**src/verilog/lbp_pkg.sv**
```systemverilog
// Package: constants shared by the LED bank and pump control block
package lbp_pkg;
   // Sizes
   localparam int LBP_LV_SINKS = 5;
   localparam int LBP_HV_SINKS = 2;
   localparam int LBP_LV_BANKS = 4;
   localparam int LBP_PATTERNS = 4;
   localparam int LBP_ZONES = 5;
   localparam int LBP_MAPPERS = 3;
   // Field positions of the anode-connect word
   localparam int LBP_ANODE_HV_LSB = 0;
   localparam int LBP_ANODE_LV_LSB = 2;
   // Reset values
   localparam logic [6:0] LBP_ANODE_RST = 7'h7F;
   localparam logic [1:0] LBP_HVMAP_RST = 2'h0;
   localparam logic [7:0] LBP_BRIGHT_RST = 8'h00;
   localparam logic [4:0] LBP_FS_RST = 5'h13;
   localparam logic [1:0] LBP_PUMP_MODE_RST = 2'h0;
   // Timing: pump switching clock and duty measurement window
   localparam int LBP_MCLK_HZ = 25000000;
   localparam int LBP_PUMP_HZ = 1000000;
   localparam int LBP_PUMP_HALF = LBP_MCLK_HZ / LBP_PUMP_HZ / 2;
   localparam int LBP_DUTY_WIN = 255;
   localparam int LBP_CAP_CHECK_CYC = 16;
   // Pump mode encodings
   localparam logic [1:0] LBP_MODE_OFF = 2'h0;
   localparam logic [1:0] LBP_MODE_AUTO = 2'h1;
   localparam logic [1:0] LBP_MODE_1X = 2'h2;
   localparam logic [1:0] LBP_MODE_2X = 2'h3;
   // Brightness source select per bank: bit0 register, bit1 mapper, bit2 duty
   localparam int LBP_SRC_REG = 0;
   localparam int LBP_SRC_ALS = 1;
   localparam int LBP_SRC_DUTY = 2;
endpackage

```
**src/verilog/lbp_sync.sv**
```systemverilog
// Three-stage input synchroniser with agreement filter
`timescale 1ns/1ns
module lbp_sync
   import lbp_pkg::*;
(
   // Clock and reset
   input wire logic mclk,
   input wire logic rst_n,
   // Data
   input wire logic async_in,
   output logic sync_out
);
   logic s1_ff;
   logic s2_ff;
   logic s3_ff;
   logic out_ff;
   wire agree = (s2_ff == s3_ff);

   // Only the second stage reads the first; output moves when stages 2 and 3 agree
   always_ff @(posedge mclk) begin
      if (!rst_n) begin
         s1_ff <= 1'b0;
         s2_ff <= 1'b0;
         s3_ff <= 1'b0;
         out_ff <= 1'b0;
      end else begin
         s1_ff <= async_in;
         s2_ff <= s1_ff;
         s3_ff <= s2_ff;
         if (agree) begin
            out_ff <= s3_ff;
         end
      end
   end
   assign sync_out = out_ff;
endmodule

```
**src/verilog/lbp_pump_ctrl.sv**
```systemverilog
// Charge pump gain state machine and pump switching clock
`timescale 1ns/1ns
module lbp_pump_ctrl
   import lbp_pkg::*;
(
   // Clock and reset
   input wire logic mclk,
   input wire logic rst_n,
   // Control
   input wire logic [1:0] pump_mode,
   input wire logic thermal_off,
   input wire logic headroom_low,
   input wire logic flying_capacitor_present,
   // Status
   output logic pump_path_on,
   output logic pump_gain_2x,
   output logic pump_clk
);
   typedef enum logic [2:0] {
      LBP_ST_OFF, LBP_ST_CHECK, LBP_ST_AUTO1X, LBP_ST_AUTO2X, LBP_ST_NOCAP, LBP_ST_F1X, LBP_ST_F2X
   } lbp_pump_e;
   lbp_pump_e state_ff;
   lbp_pump_e nxt_state;
   logic [1:0] mode_ff;
   logic [4:0] chk_ff;
   logic [4:0] div_ff;
   logic pclk_ff;
   logic [4:0] nxt_chk;
   wire mode_changed = (mode_ff != pump_mode);
   wire chk_done = (chk_ff == 5'(LBP_CAP_CHECK_CYC - 1));
   wire switching = (state_ff == LBP_ST_AUTO2X) || (state_ff == LBP_ST_F2X);
   wire div_wrap = (div_ff == 5'(LBP_PUMP_HALF - 1));

   // Gain selection; a mode change or disable restarts from the top
   always_comb begin
      nxt_state = state_ff;
      nxt_chk = 5'h00;
      if (thermal_off || mode_changed || pump_mode == LBP_MODE_OFF || state_ff == LBP_ST_OFF) begin
         nxt_state = LBP_ST_OFF;
         if (!thermal_off) begin
            case (pump_mode)
               LBP_MODE_AUTO: nxt_state = LBP_ST_CHECK;
               LBP_MODE_1X: nxt_state = LBP_ST_F1X;
               LBP_MODE_2X: nxt_state = LBP_ST_F2X;
               default: nxt_state = LBP_ST_OFF;
            endcase
         end
      end else begin
         case (state_ff)
            LBP_ST_OFF: nxt_state = LBP_ST_OFF;
            // Sample the capacitor sense for a settled window before trusting it
            LBP_ST_CHECK: begin
               nxt_chk = chk_ff + 5'h01;
               if (chk_done) begin
                  nxt_state = flying_capacitor_present ? LBP_ST_AUTO1X : LBP_ST_NOCAP;
               end
            end
            LBP_ST_AUTO1X: begin
               if (headroom_low) begin
                  nxt_state = LBP_ST_AUTO2X;
               end
            end
            LBP_ST_AUTO2X: nxt_state = LBP_ST_AUTO2X;
            LBP_ST_NOCAP: nxt_state = LBP_ST_NOCAP;
            LBP_ST_F1X: nxt_state = LBP_ST_F1X;
            LBP_ST_F2X: nxt_state = LBP_ST_F2X;
            default: nxt_state = LBP_ST_OFF;
         endcase
      end
   end

   always_ff @(posedge mclk) begin
      if (!rst_n) begin
         state_ff <= LBP_ST_OFF;
         mode_ff <= LBP_PUMP_MODE_RST;
         chk_ff <= 5'h00;
      end else begin
         state_ff <= nxt_state;
         mode_ff <= pump_mode;
         chk_ff <= nxt_chk;
      end
   end

   // Fixed-rate pump clock, toggling only while the pump switches
   always_ff @(posedge mclk) begin
      if (!rst_n || !switching) begin
         div_ff <= 5'h00;
         pclk_ff <= 1'b0;
      end else begin
         div_ff <= div_wrap ? 5'h00 : div_ff + 5'h01;
         if (div_wrap) begin
            pclk_ff <= ~pclk_ff;
         end
      end
   end

   assign pump_clk = pclk_ff;
   assign pump_gain_2x = switching;
   assign pump_path_on = (state_ff != LBP_ST_OFF) && (state_ff != LBP_ST_CHECK);
endmodule

```
**src/verilog/lbp_top.sv**
```systemverilog
// Top: LED bank mapping, brightness selection, protection and pump control
//
// Notes on behaviour
// - Four low-voltage banks; each of five low-voltage sinks maps to any bank.
// - Two-bit field assigns each high-voltage sink to bank A or B.
// - Each sink level is a 5-bit full scale with an 8-bit code.
// - High-voltage bank code comes from its register or its mapper, optionally scaled by duty.
// - Low-voltage bank code from register, duty, mapper or a combination.
// - Banks with duty input assigned are scaled by the measured duty cycle.
// - Ambient level maps to five zones; three mappers give target codes.
// - Four pattern generators with rise, fall, delay, levels and durations.
// - Enable pin low holds shutdown and every register at default.
// - Over-temperature disables boost, pump, sinks until indication clears.
// - High-voltage anode bits include the sink in boost feedback when set.
// - High-voltage anode bits select the shorted-string fault condition.
// - One bit selects boost frequency between two rates.
// - Pump switches from a fixed 1MHz clock when active.
// - Pump modes: disabled, automatic, forced 1X, forced 2X.
// - Disabled pump opens its path; low-voltage sinks keep running.
// - Automatic mode starts 1X, moves to 2X on active sink low headroom.
// - After automatic switch to 2X the pump stays there.
// - Automatic start checks flying capacitor; absent means 1X operation.
// - Forced 1X never switches.
// - Low-voltage anode bits let the sink steer pump gain when set.
// - Low-voltage anode bits select the shorted-string fault condition.
`timescale 1ns/1ns
module lbp_top
   import lbp_pkg::*;
(
   // Clock and enable pin used as reset
   input wire logic mclk,
   input wire logic rst_n,
   // Configuration
   input wire logic [1:0] hv_bank_map,
   input wire logic [9:0] lv_bank_map,
   input wire logic [4:0] lv_sink_en,
   input wire logic [1:0] hv_sink_en,
   input wire logic [6:0] anode_connect,
   input wire logic boost_freq_sel,
   input wire logic [1:0] pump_mode,
   input wire logic [29:0] bank_full_scale,
   input wire logic [47:0] bank_bright_code,
   input wire logic [17:0] bank_src_sel,
   input wire logic [11:0] bank_mapper_sel,
   input wire logic [11:0] bank_pattern_sel,
   input wire logic [119:0] mapper_targets,
   input wire logic [31:0] pattern_high_code,
   input wire logic [31:0] pattern_low_code,
   input wire logic [31:0] pattern_high_time,
   input wire logic [31:0] pattern_low_time,
   input wire logic [31:0] pattern_delay,
   input wire logic [31:0] pattern_ramp,
   input wire logic [3:0] pattern_en,
   // Ambient zone boundaries, upward and downward, and the ambient level
   input wire logic [31:0] zone_up_bound,
   input wire logic [31:0] zone_down_bound,
   input wire logic [7:0] ambient_light_input,
   // Pins and analog status
   input wire logic duty_input,
   input wire logic over_temp_140,
   input wire logic below_temp_125,
   input wire logic [4:0] lv_headroom_low,
   input wire logic [4:0] lv_sink_short,
   input wire logic [1:0] hv_sink_short,
   input wire logic flying_capacitor_present,
   // Sink drive
   output logic [39:0] lv_sink_code,
   output logic [24:0] lv_sink_fs,
   output logic [15:0] hv_sink_code,
   output logic [9:0] hv_sink_fs,
   output logic [4:0] lv_sink_on,
   output logic [1:0] hv_sink_on,
   // Boost and pump
   output logic boost_on,
   output logic boost_freq_1mhz,
   output logic [1:0] boost_fb_en,
   output logic pump_path_on,
   output logic pump_gain_2x,
   output logic pump_clk,
   // Status
   output logic [2:0] ambient_zone,
   output logic thermal_shutdown,
   output logic [4:0] lv_short_flag,
   output logic [1:0] hv_short_flag
);
   // Six banks: 0=A,1=B,2..5=C..F
   // ----------------------------------------
   // Helpers
   // ----------------------------------------
   function automatic logic [7:0] scale8(input logic [7:0] a, input logic [7:0] b);
      logic [15:0] p;
      p = a * b;
      scale8 = p[15:8] + {7'h00, p[7]};
   endfunction

   // ----------------------------------------
   // Input synchronisation
   // ----------------------------------------
   logic duty_s;
   logic hot_s;
   logic cool_s;
   lbp_sync u_sync_duty (.mclk(mclk), .rst_n(rst_n), .async_in(duty_input), .sync_out(duty_s));
   lbp_sync u_sync_hot (.mclk(mclk), .rst_n(rst_n), .async_in(over_temp_140), .sync_out(hot_s));
   lbp_sync u_sync_cool (.mclk(mclk), .rst_n(rst_n), .async_in(below_temp_125), .sync_out(cool_s));

   // ----------------------------------------
   // Thermal shutdown with hysteresis
   // ----------------------------------------
   logic therm_ff;
   // Two separate comparator flags give the hysteresis band
   always_ff @(posedge mclk) begin
      if (!rst_n) begin
         therm_ff <= 1'b0;
      end else if (hot_s) begin
         therm_ff <= 1'b1;
      end else if (cool_s) begin
         therm_ff <= 1'b0;
      end
   end

   // ----------------------------------------
   // Duty cycle measurement
   // ----------------------------------------
   logic [7:0] win_ff;
   logic [7:0] hi_cnt_ff;
   logic [7:0] duty_ff;
   wire win_end = (win_ff == 8'(LBP_DUTY_WIN - 1));
   // Fixed window count; coarse but bounded latency, fine for a filtered input
   always_ff @(posedge mclk) begin
      if (!rst_n) begin
         win_ff <= 8'h00;
         hi_cnt_ff <= 8'h00;
         duty_ff <= 8'hFF;
      end else begin
         win_ff <= win_end ? 8'h00 : win_ff + 8'h01;
         if (win_end) begin
            duty_ff <= hi_cnt_ff + {7'h00, duty_s};
            hi_cnt_ff <= 8'h00;
         end else begin
            hi_cnt_ff <= hi_cnt_ff + {7'h00, duty_s};
         end
      end
   end

   // ----------------------------------------
   // Ambient zones with hysteresis
   // ----------------------------------------
   logic [2:0] zone_ff;
   wire [7:0] up_b = zone_up_bound[8*zone_ff[1:0] +: 8];
   wire [7:0] dn_b = zone_down_bound[8*2'(zone_ff - 3'h1) +: 8];
   wire zone_up = (zone_ff < 3'(LBP_ZONES - 1)) && (ambient_light_input > up_b);
   wire zone_dn = (zone_ff != 3'h0) && (ambient_light_input < dn_b);
   always_ff @(posedge mclk) begin
      if (!rst_n) begin
         zone_ff <= 3'h0;
      end else if (zone_up) begin
         zone_ff <= zone_ff + 3'h1;
      end else if (zone_dn) begin
         zone_ff <= zone_ff - 3'h1;
      end
   end

   // ----------------------------------------
   // Pattern generators
   // ----------------------------------------
   logic [7:0] pat_cnt_ff [LBP_PATTERNS];
   logic [1:0] pat_ph_ff [LBP_PATTERNS];
   logic [7:0] pat_lvl_ff [LBP_PATTERNS];
   genvar g;
   generate
      for (g = 0; g < LBP_PATTERNS; g++) begin : g_pat
         wire [7:0] hi_c = pattern_high_code[8*g +: 8];
         wire [7:0] lo_c = pattern_low_code[8*g +: 8];
         wire [7:0] step = pattern_ramp[8*g +: 8] | 8'h01;
         wire [7:0] limit = (pat_ph_ff[g] == 2'h0) ? pattern_delay[8*g +: 8] :
                            (pat_ph_ff[g] == 2'h1) ? pattern_high_time[8*g +: 8] : pattern_low_time[8*g +: 8];
         wire done = (pat_cnt_ff[g] >= limit);
         wire [7:0] tgt = (pat_ph_ff[g] == 2'h1) ? hi_c : lo_c;
         wire [8:0] up_sum = {1'b0, pat_lvl_ff[g]} + {1'b0, step};
         wire [8:0] dn_dif = {1'b0, pat_lvl_ff[g]} - {1'b0, step};
         // Phases: delay, high, low; level ramps toward the phase target
         always_ff @(posedge mclk) begin
            if (!rst_n || !pattern_en[g]) begin
               pat_cnt_ff[g] <= 8'h00;
               pat_ph_ff[g] <= 2'h0;
               pat_lvl_ff[g] <= 8'h00;
            end else begin
               pat_cnt_ff[g] <= done ? 8'h00 : pat_cnt_ff[g] + 8'h01;
               if (done) begin
                  pat_ph_ff[g] <= (pat_ph_ff[g] == 2'h1) ? 2'h2 : 2'h1;
               end
               if (pat_lvl_ff[g] < tgt) begin
                  pat_lvl_ff[g] <= (up_sum[8] || up_sum[7:0] > tgt) ? tgt : up_sum[7:0];
               end else if (pat_lvl_ff[g] > tgt) begin
                  pat_lvl_ff[g] <= (dn_dif[8] || dn_dif[7:0] < tgt) ? tgt : dn_dif[7:0];
               end
            end
         end
      end
   endgenerate

   // ----------------------------------------
   // Per-bank brightness selection
   // ----------------------------------------
   logic [7:0] bank_code [6];
   generate
      for (g = 0; g < 6; g++) begin : g_bank
         wire [2:0] src = bank_src_sel[3*g +: 3];
         wire [1:0] msel = bank_mapper_sel[2*g +: 2];
         wire [1:0] midx = (msel > 2'h2) ? 2'h2 : msel;
         wire [7:0] als_c = mapper_targets[40*midx + 8*zone_ff +: 8];
         wire [7:0] reg_c = bank_bright_code[8*g +: 8];
         wire [7:0] pat_c = pat_lvl_ff[bank_pattern_sel[2*g +: 2]];
         wire pat_on = pattern_en[bank_pattern_sel[2*g +: 2]] && (g >= 2);
         // Mapper overrides register; high-voltage banks ignore patterns
         wire [7:0] base = src[LBP_SRC_ALS] ? als_c : (pat_on ? scale8(reg_c, pat_c) : reg_c);
         wire [7:0] base_ok = (src[LBP_SRC_ALS] || src[LBP_SRC_REG]) ? base : 8'hFF;
         assign bank_code[g] = src[LBP_SRC_DUTY] ? scale8(base_ok, duty_ff) : base_ok;
      end
   endgenerate

   // ----------------------------------------
   // Sink mapping and outputs
   // ----------------------------------------
   logic [39:0] lv_code_ff;
   logic [24:0] lv_fs_ff;
   logic [15:0] hv_code_ff;
   logic [9:0] hv_fs_ff;
   logic [4:0] lv_on_ff;
   logic [1:0] hv_on_ff;
   logic [4:0] lv_short_ff;
   logic [1:0] hv_short_ff;
   logic [4:0] lv_act;
   logic [39:0] nxt_lv_code;
   logic [24:0] nxt_lv_fs;
   logic [15:0] nxt_hv_code;
   logic [9:0] nxt_hv_fs;
   integer i;
   always_comb begin
      nxt_lv_code = 40'h0;
      nxt_lv_fs = 25'h0;
      nxt_hv_code = 16'h0;
      nxt_hv_fs = 10'h0;
      for (i = 0; i < LBP_LV_SINKS; i++) begin
         nxt_lv_code[8*i +: 8] = bank_code[2 + lv_bank_map[2*i +: 2]];
         nxt_lv_fs[5*i +: 5] = bank_full_scale[5*(2 + lv_bank_map[2*i +: 2]) +: 5];
      end
      for (i = 0; i < LBP_HV_SINKS; i++) begin
         nxt_hv_code[8*i +: 8] = bank_code[hv_bank_map[i]];
         nxt_hv_fs[5*i +: 5] = bank_full_scale[5*hv_bank_map[i] +: 5];
      end
   end
   wire [4:0] lv_anode = anode_connect[LBP_ANODE_LV_LSB +: LBP_LV_SINKS];
   wire [1:0] hv_anode = anode_connect[LBP_ANODE_HV_LSB +: LBP_HV_SINKS];
   assign lv_act = lv_sink_en & lv_anode & lv_headroom_low;
   wire headroom_low = |lv_act;

   // Registered drive; shutdown forces sinks off here, boost off below, and the pump off through thermal_off
   always_ff @(posedge mclk) begin
      if (!rst_n) begin
         lv_code_ff <= 40'h0;
         lv_fs_ff <= {LBP_LV_SINKS{LBP_FS_RST}};
         hv_code_ff <= 16'h0;
         hv_fs_ff <= {LBP_HV_SINKS{LBP_FS_RST}};
         lv_on_ff <= 5'h00;
         hv_on_ff <= 2'h0;
         lv_short_ff <= 5'h00;
         hv_short_ff <= 2'h0;
      end else begin
         lv_code_ff <= nxt_lv_code;
         lv_fs_ff <= nxt_lv_fs;
         hv_code_ff <= nxt_hv_code;
         hv_fs_ff <= nxt_hv_fs;
         lv_on_ff <= therm_ff ? 5'h00 : lv_sink_en;
         hv_on_ff <= therm_ff ? 2'h0 : hv_sink_en;
         lv_short_ff <= lv_sink_short & lv_sink_en & lv_anode;
         hv_short_ff <= hv_sink_short & hv_sink_en & hv_anode;
      end
   end

   logic boost_on_ff;
   logic freq_ff;
   logic [1:0] fb_ff;
   always_ff @(posedge mclk) begin
      if (!rst_n) begin
         boost_on_ff <= 1'b0;
         freq_ff <= 1'b0;
         fb_ff <= 2'h0;
      end else begin
         boost_on_ff <= !therm_ff && |hv_sink_en;
         freq_ff <= boost_freq_sel;
         fb_ff <= hv_anode & hv_sink_en;
      end
   end

   // ----------------------------------------
   // Charge pump
   // ----------------------------------------
   logic p_on;
   logic p_2x;
   logic p_clk;
   lbp_pump_ctrl u_pump (
      .mclk(mclk),
      .rst_n(rst_n),
      .pump_mode(pump_mode),
      .thermal_off(therm_ff),
      .headroom_low(headroom_low),
      .flying_capacitor_present(flying_capacitor_present),
      .pump_path_on(p_on),
      .pump_gain_2x(p_2x),
      .pump_clk(p_clk)
   );
   logic p_on_ff;
   logic p_2x_ff;
   logic p_clk_ff;
   always_ff @(posedge mclk) begin
      if (!rst_n) begin
         p_on_ff <= 1'b0;
         p_2x_ff <= 1'b0;
         p_clk_ff <= 1'b0;
      end else begin
         p_on_ff <= p_on;
         p_2x_ff <= p_2x;
         p_clk_ff <= p_clk;
      end
   end

   assign lv_sink_code = lv_code_ff;
   assign lv_sink_fs = lv_fs_ff;
   assign hv_sink_code = hv_code_ff;
   assign hv_sink_fs = hv_fs_ff;
   assign lv_sink_on = lv_on_ff;
   assign hv_sink_on = hv_on_ff;
   assign boost_on = boost_on_ff;
   assign boost_freq_1mhz = freq_ff;
   assign boost_fb_en = fb_ff;
   assign pump_path_on = p_on_ff;
   assign pump_gain_2x = p_2x_ff;
   assign pump_clk = p_clk_ff;
   assign ambient_zone = zone_ff;
   assign thermal_shutdown = therm_ff;
   assign lv_short_flag = lv_short_ff;
   assign hv_short_flag = hv_short_ff;
endmodule

```
**config.mk**
```make
export PLATFORM = sky130hd
export DESIGN_NAME = lbp_top
export DESIGN_NICKNAME = d
export VERILOG_FILES = /design/src/verilog/lbp_pkg.sv /design/src/verilog/lbp_sync.sv /design/src/verilog/lbp_pump_ctrl.sv /design/src/verilog/lbp_top.sv
export SDC_FILE = /design/constraint.sdc
export NUM_CORES = 2
export LEC_CHECK = 0
export BUFFER_PORTS_ARGS = -buffer_cell sky130_fd_sc_hd__buf_2
export CORE_MARGIN = 1
export CORE_UTILIZATION = 52
export DETAILED_ROUTE_END_ITERATION = 10
export PLACE_DENSITY = 0.73
export SYNTH_ARGS = -nofsm -noshare
export SYNTH_HDL_FRONTEND = slang
export SYNTH_SLANG_ARGS = --single-unit
```
**constraint.sdc**
```tcl
create_clock -name mclk -period 19.9 [get_ports mclk]
set_clock_uncertainty 0.2 [all_clocks]
set_input_delay 1.99 -clock mclk [delete_from_list [all_inputs] [get_ports mclk]]
set_output_delay 1.99 -clock mclk [all_outputs]
set_load 0.02 [all_outputs]
```
==> results.cfg <==
[sta]
slew_headroom_pct = 18.5
slew_viol_final = 0
setup_tns_ns = 0
layout_min_cycle_time_ns = 15.19
period_share_pct = 76.4
rsz0062_at_grt = no
setup_viol = 0
timing.fmax_mhz = 65.8
worst_slew_pin_slew_ns = 1.21
hold_viol_final = 0

[synthesis]
syn-cell-area_um2 = 49200
yosys_most_used_dff = dfxtp_1
synthCells = 5654
ys_seq_area_share_pct = 10.6
synth_warnings = 0
synth.net_count = 7153
async_flop_share_pct = 0
synth_area_leader_cell = fa_1
synth-edff-count = 40
ys_ff_latch = 240
postSynthAreaPerCell_um2 = 8.70
synth.most_common_cell = inv_1
synth_top_area_share_pct = 14.8
synth.area.top_cells = fa_1, ha_1, mux4_2
synth_common_cells = inv_1, ha_1, nand2_1
netlist-cell-type-count = 105

[setup_path]
critPathSlowestCell = o31ai_1
worst-r2r-setup-slack_ns = 5.86
crit_top_cell = fa_1
path_class = in2reg
startpoint_type = input port
end_kind = flip-flop
cp_max_fo = 13
cp_slowest_stage_delay_ns = 0.87
required_ns = 20.17
arrival_ns = 15.47

[floorplanning]
die_h_um = 310
ios = 671
initial_core_util_pct = 52.6
die_w_um = 310
core_um2 = 93500
die_area_um2 = 95800
rows = 112

[cells_and_area]
multiInputGateArea_um2 = 40500
final_nets = 7657
layout-drive-gt1-share_pct = 18.1
area_growth_pct = 11.1
seq_area_um2 = 5210
fillers = 8423

[clock_network]
numCtsBuffers = 29
cts_sinks = 240
clkTransAtPathRegs_ns = 0.06
post-cts-setup-buffer-count = 0
cts_resized = 0
clk_latency_ns = 0.61
cts_tree = yes
clockRootBuffer = clkbuf_16
clockBufferDepth = 3
cts.htree.levels = 1
hold_buffers = 0

[placed_design]
dp_hpwl_mm = 124
gp_congestion = 1.01
io_buffers = 662

[global_routing]
grt.total_usage_pct = 31.9
grt_pass1_wl_mm = 240
first_global_vias = 43900
grt_overflow_total = 0
grt_antenna_before_repair = 45
grt_max_degree = 64

[route]
avgRoutedWirePerCell_um = 20.7
final_antenna_net_count = 0
viasPerCell = 6.02
drt_iter0_drc = 3610
drc = 0
route.vias.total = 44900
detailedRoute.firstPassIterationCount = 6
wl_mm = 155

[worst_hold_path]
hold_class = reg2reg

[flow_run]
max_cap_violations = 0

[status]
status = complete, no violations
## flip-flops by register name (all words and copies together) (netlist names), 3 cells and up
| name | cells |
|---|---|
| ambient_zone | 3 |
| duty_ff | 8 |
| hi_cnt_ff | 8 |
| hv_sink_code | 16 |
| hv_sink_fs | 10 |
| lv_short_flag | 5 |
| lv_sink_code | 40 |
| lv_sink_fs | 25 |
| lv_sink_on | 5 |
| pat_cnt_ff | 32 |
| pat_lvl_ff | 32 |
| pat_ph_ff | 8 |
| u_pump.chk_ff | 5 |
| u_pump.div_ff | 5 |
| u_pump.state_ff | 3 |
| win_ff | 8 |
## final cells by class
cell class,instances,area share [%]
antenna,36,0.165
clock buffer,42,1.55
clock inverter,12,0.254
inverter,661,4.54
multi-input combinational,4506,74.2
sequential,240,9.53
tap,1254,2.87
timing repair buffer,720,6.87
## path summary, 6_finish.rpt
| kind | depth (start not counted) | from | endpoint |
|---|---|---|---|
| min reg2reg | 1 | u_sync_cool.s1_ff$_SDFF_PN0_ | u_sync_cool.s2_ff$_SDFF_PN0_ |
| max reg2reg | 44 | pat_lvl_ff[3][4]$_DFFE_PP_ | lv_sink_code[31]$_SDFF_PN0_ |
| min | 1 | u_sync_cool.s1_ff$_SDFF_PN0_ | u_sync_cool.s2_ff$_SDFF_PN0_ |
| max | 45 | bank_pattern_sel[10] | lv_sink_code[31]$_SDFF_PN0_ |
## logic make-up (layout without fill, tap and decap cells)
group	after synthesis	in the layout	share of synthesized area, %
buf+inv	908	1435	7.09
flops	240	240	10.6
mux	478	478	15.7
other cells	0	36	0
compound gates	988	988	13.4
xor+xnor	210	210	3.77
simple gates	1885	1885	19.8
fa+ha+maj	945	945	29.6
## metrics by stage
step	cell area, um^2	worst slack, ns	utilization (%)	cells	hold WS, ns
after floorplan	49200	6.36	-	5654	0.212
after global placement	53600	4.51	57.3	7381	0.217
after detailed placement	53600	4.48	57.3	7381	0.225
after CTS	54500	5.04	58.4	7435	0.239
after global routing	54600	4.02	58.4	7464	0.263
final	54600	4.71	58.4	7471	0.236
## per-layer routing
layer / track usage [%] / share of wire (%) / up-vias
li1: - / - / 20800
met1: 40.2 / 39 / 21700
met2: 52.5 / 46 / 2081
met3: 6.83 / 10 / 382
met4: 14.3 / 4.7 / 12
met5: 0 / 0.056 / -
## worst max-delay path, delay by kind of cell
kind | cells | cell delay, ns
buffers and inverters | 7 | 0.63
AOI/OAI and AO/OA | 6 | 1.91
and+or+nand+nor | 17 | 4.63
adders and majority gates | 13 | 5.41
muxes | 1 | 0.69
xor gates and xnor gates | 1 | 0.16
## layout by cell type (no fill, tap or decap), types with 199 or more instances in the layout
master,n
ha_1,578
nand2_1,449
nor2_1,369
mux4_2,228
buf_2,661
mux2i_1,204
fa_1,362
a21oi_1,265
and2_1,401
dfxtp_1,199
inv_1,658
Power is left out: the tool's default activity adds up to more than one toggle a clock period on the data nets, which glitch-free logic cannot reach.
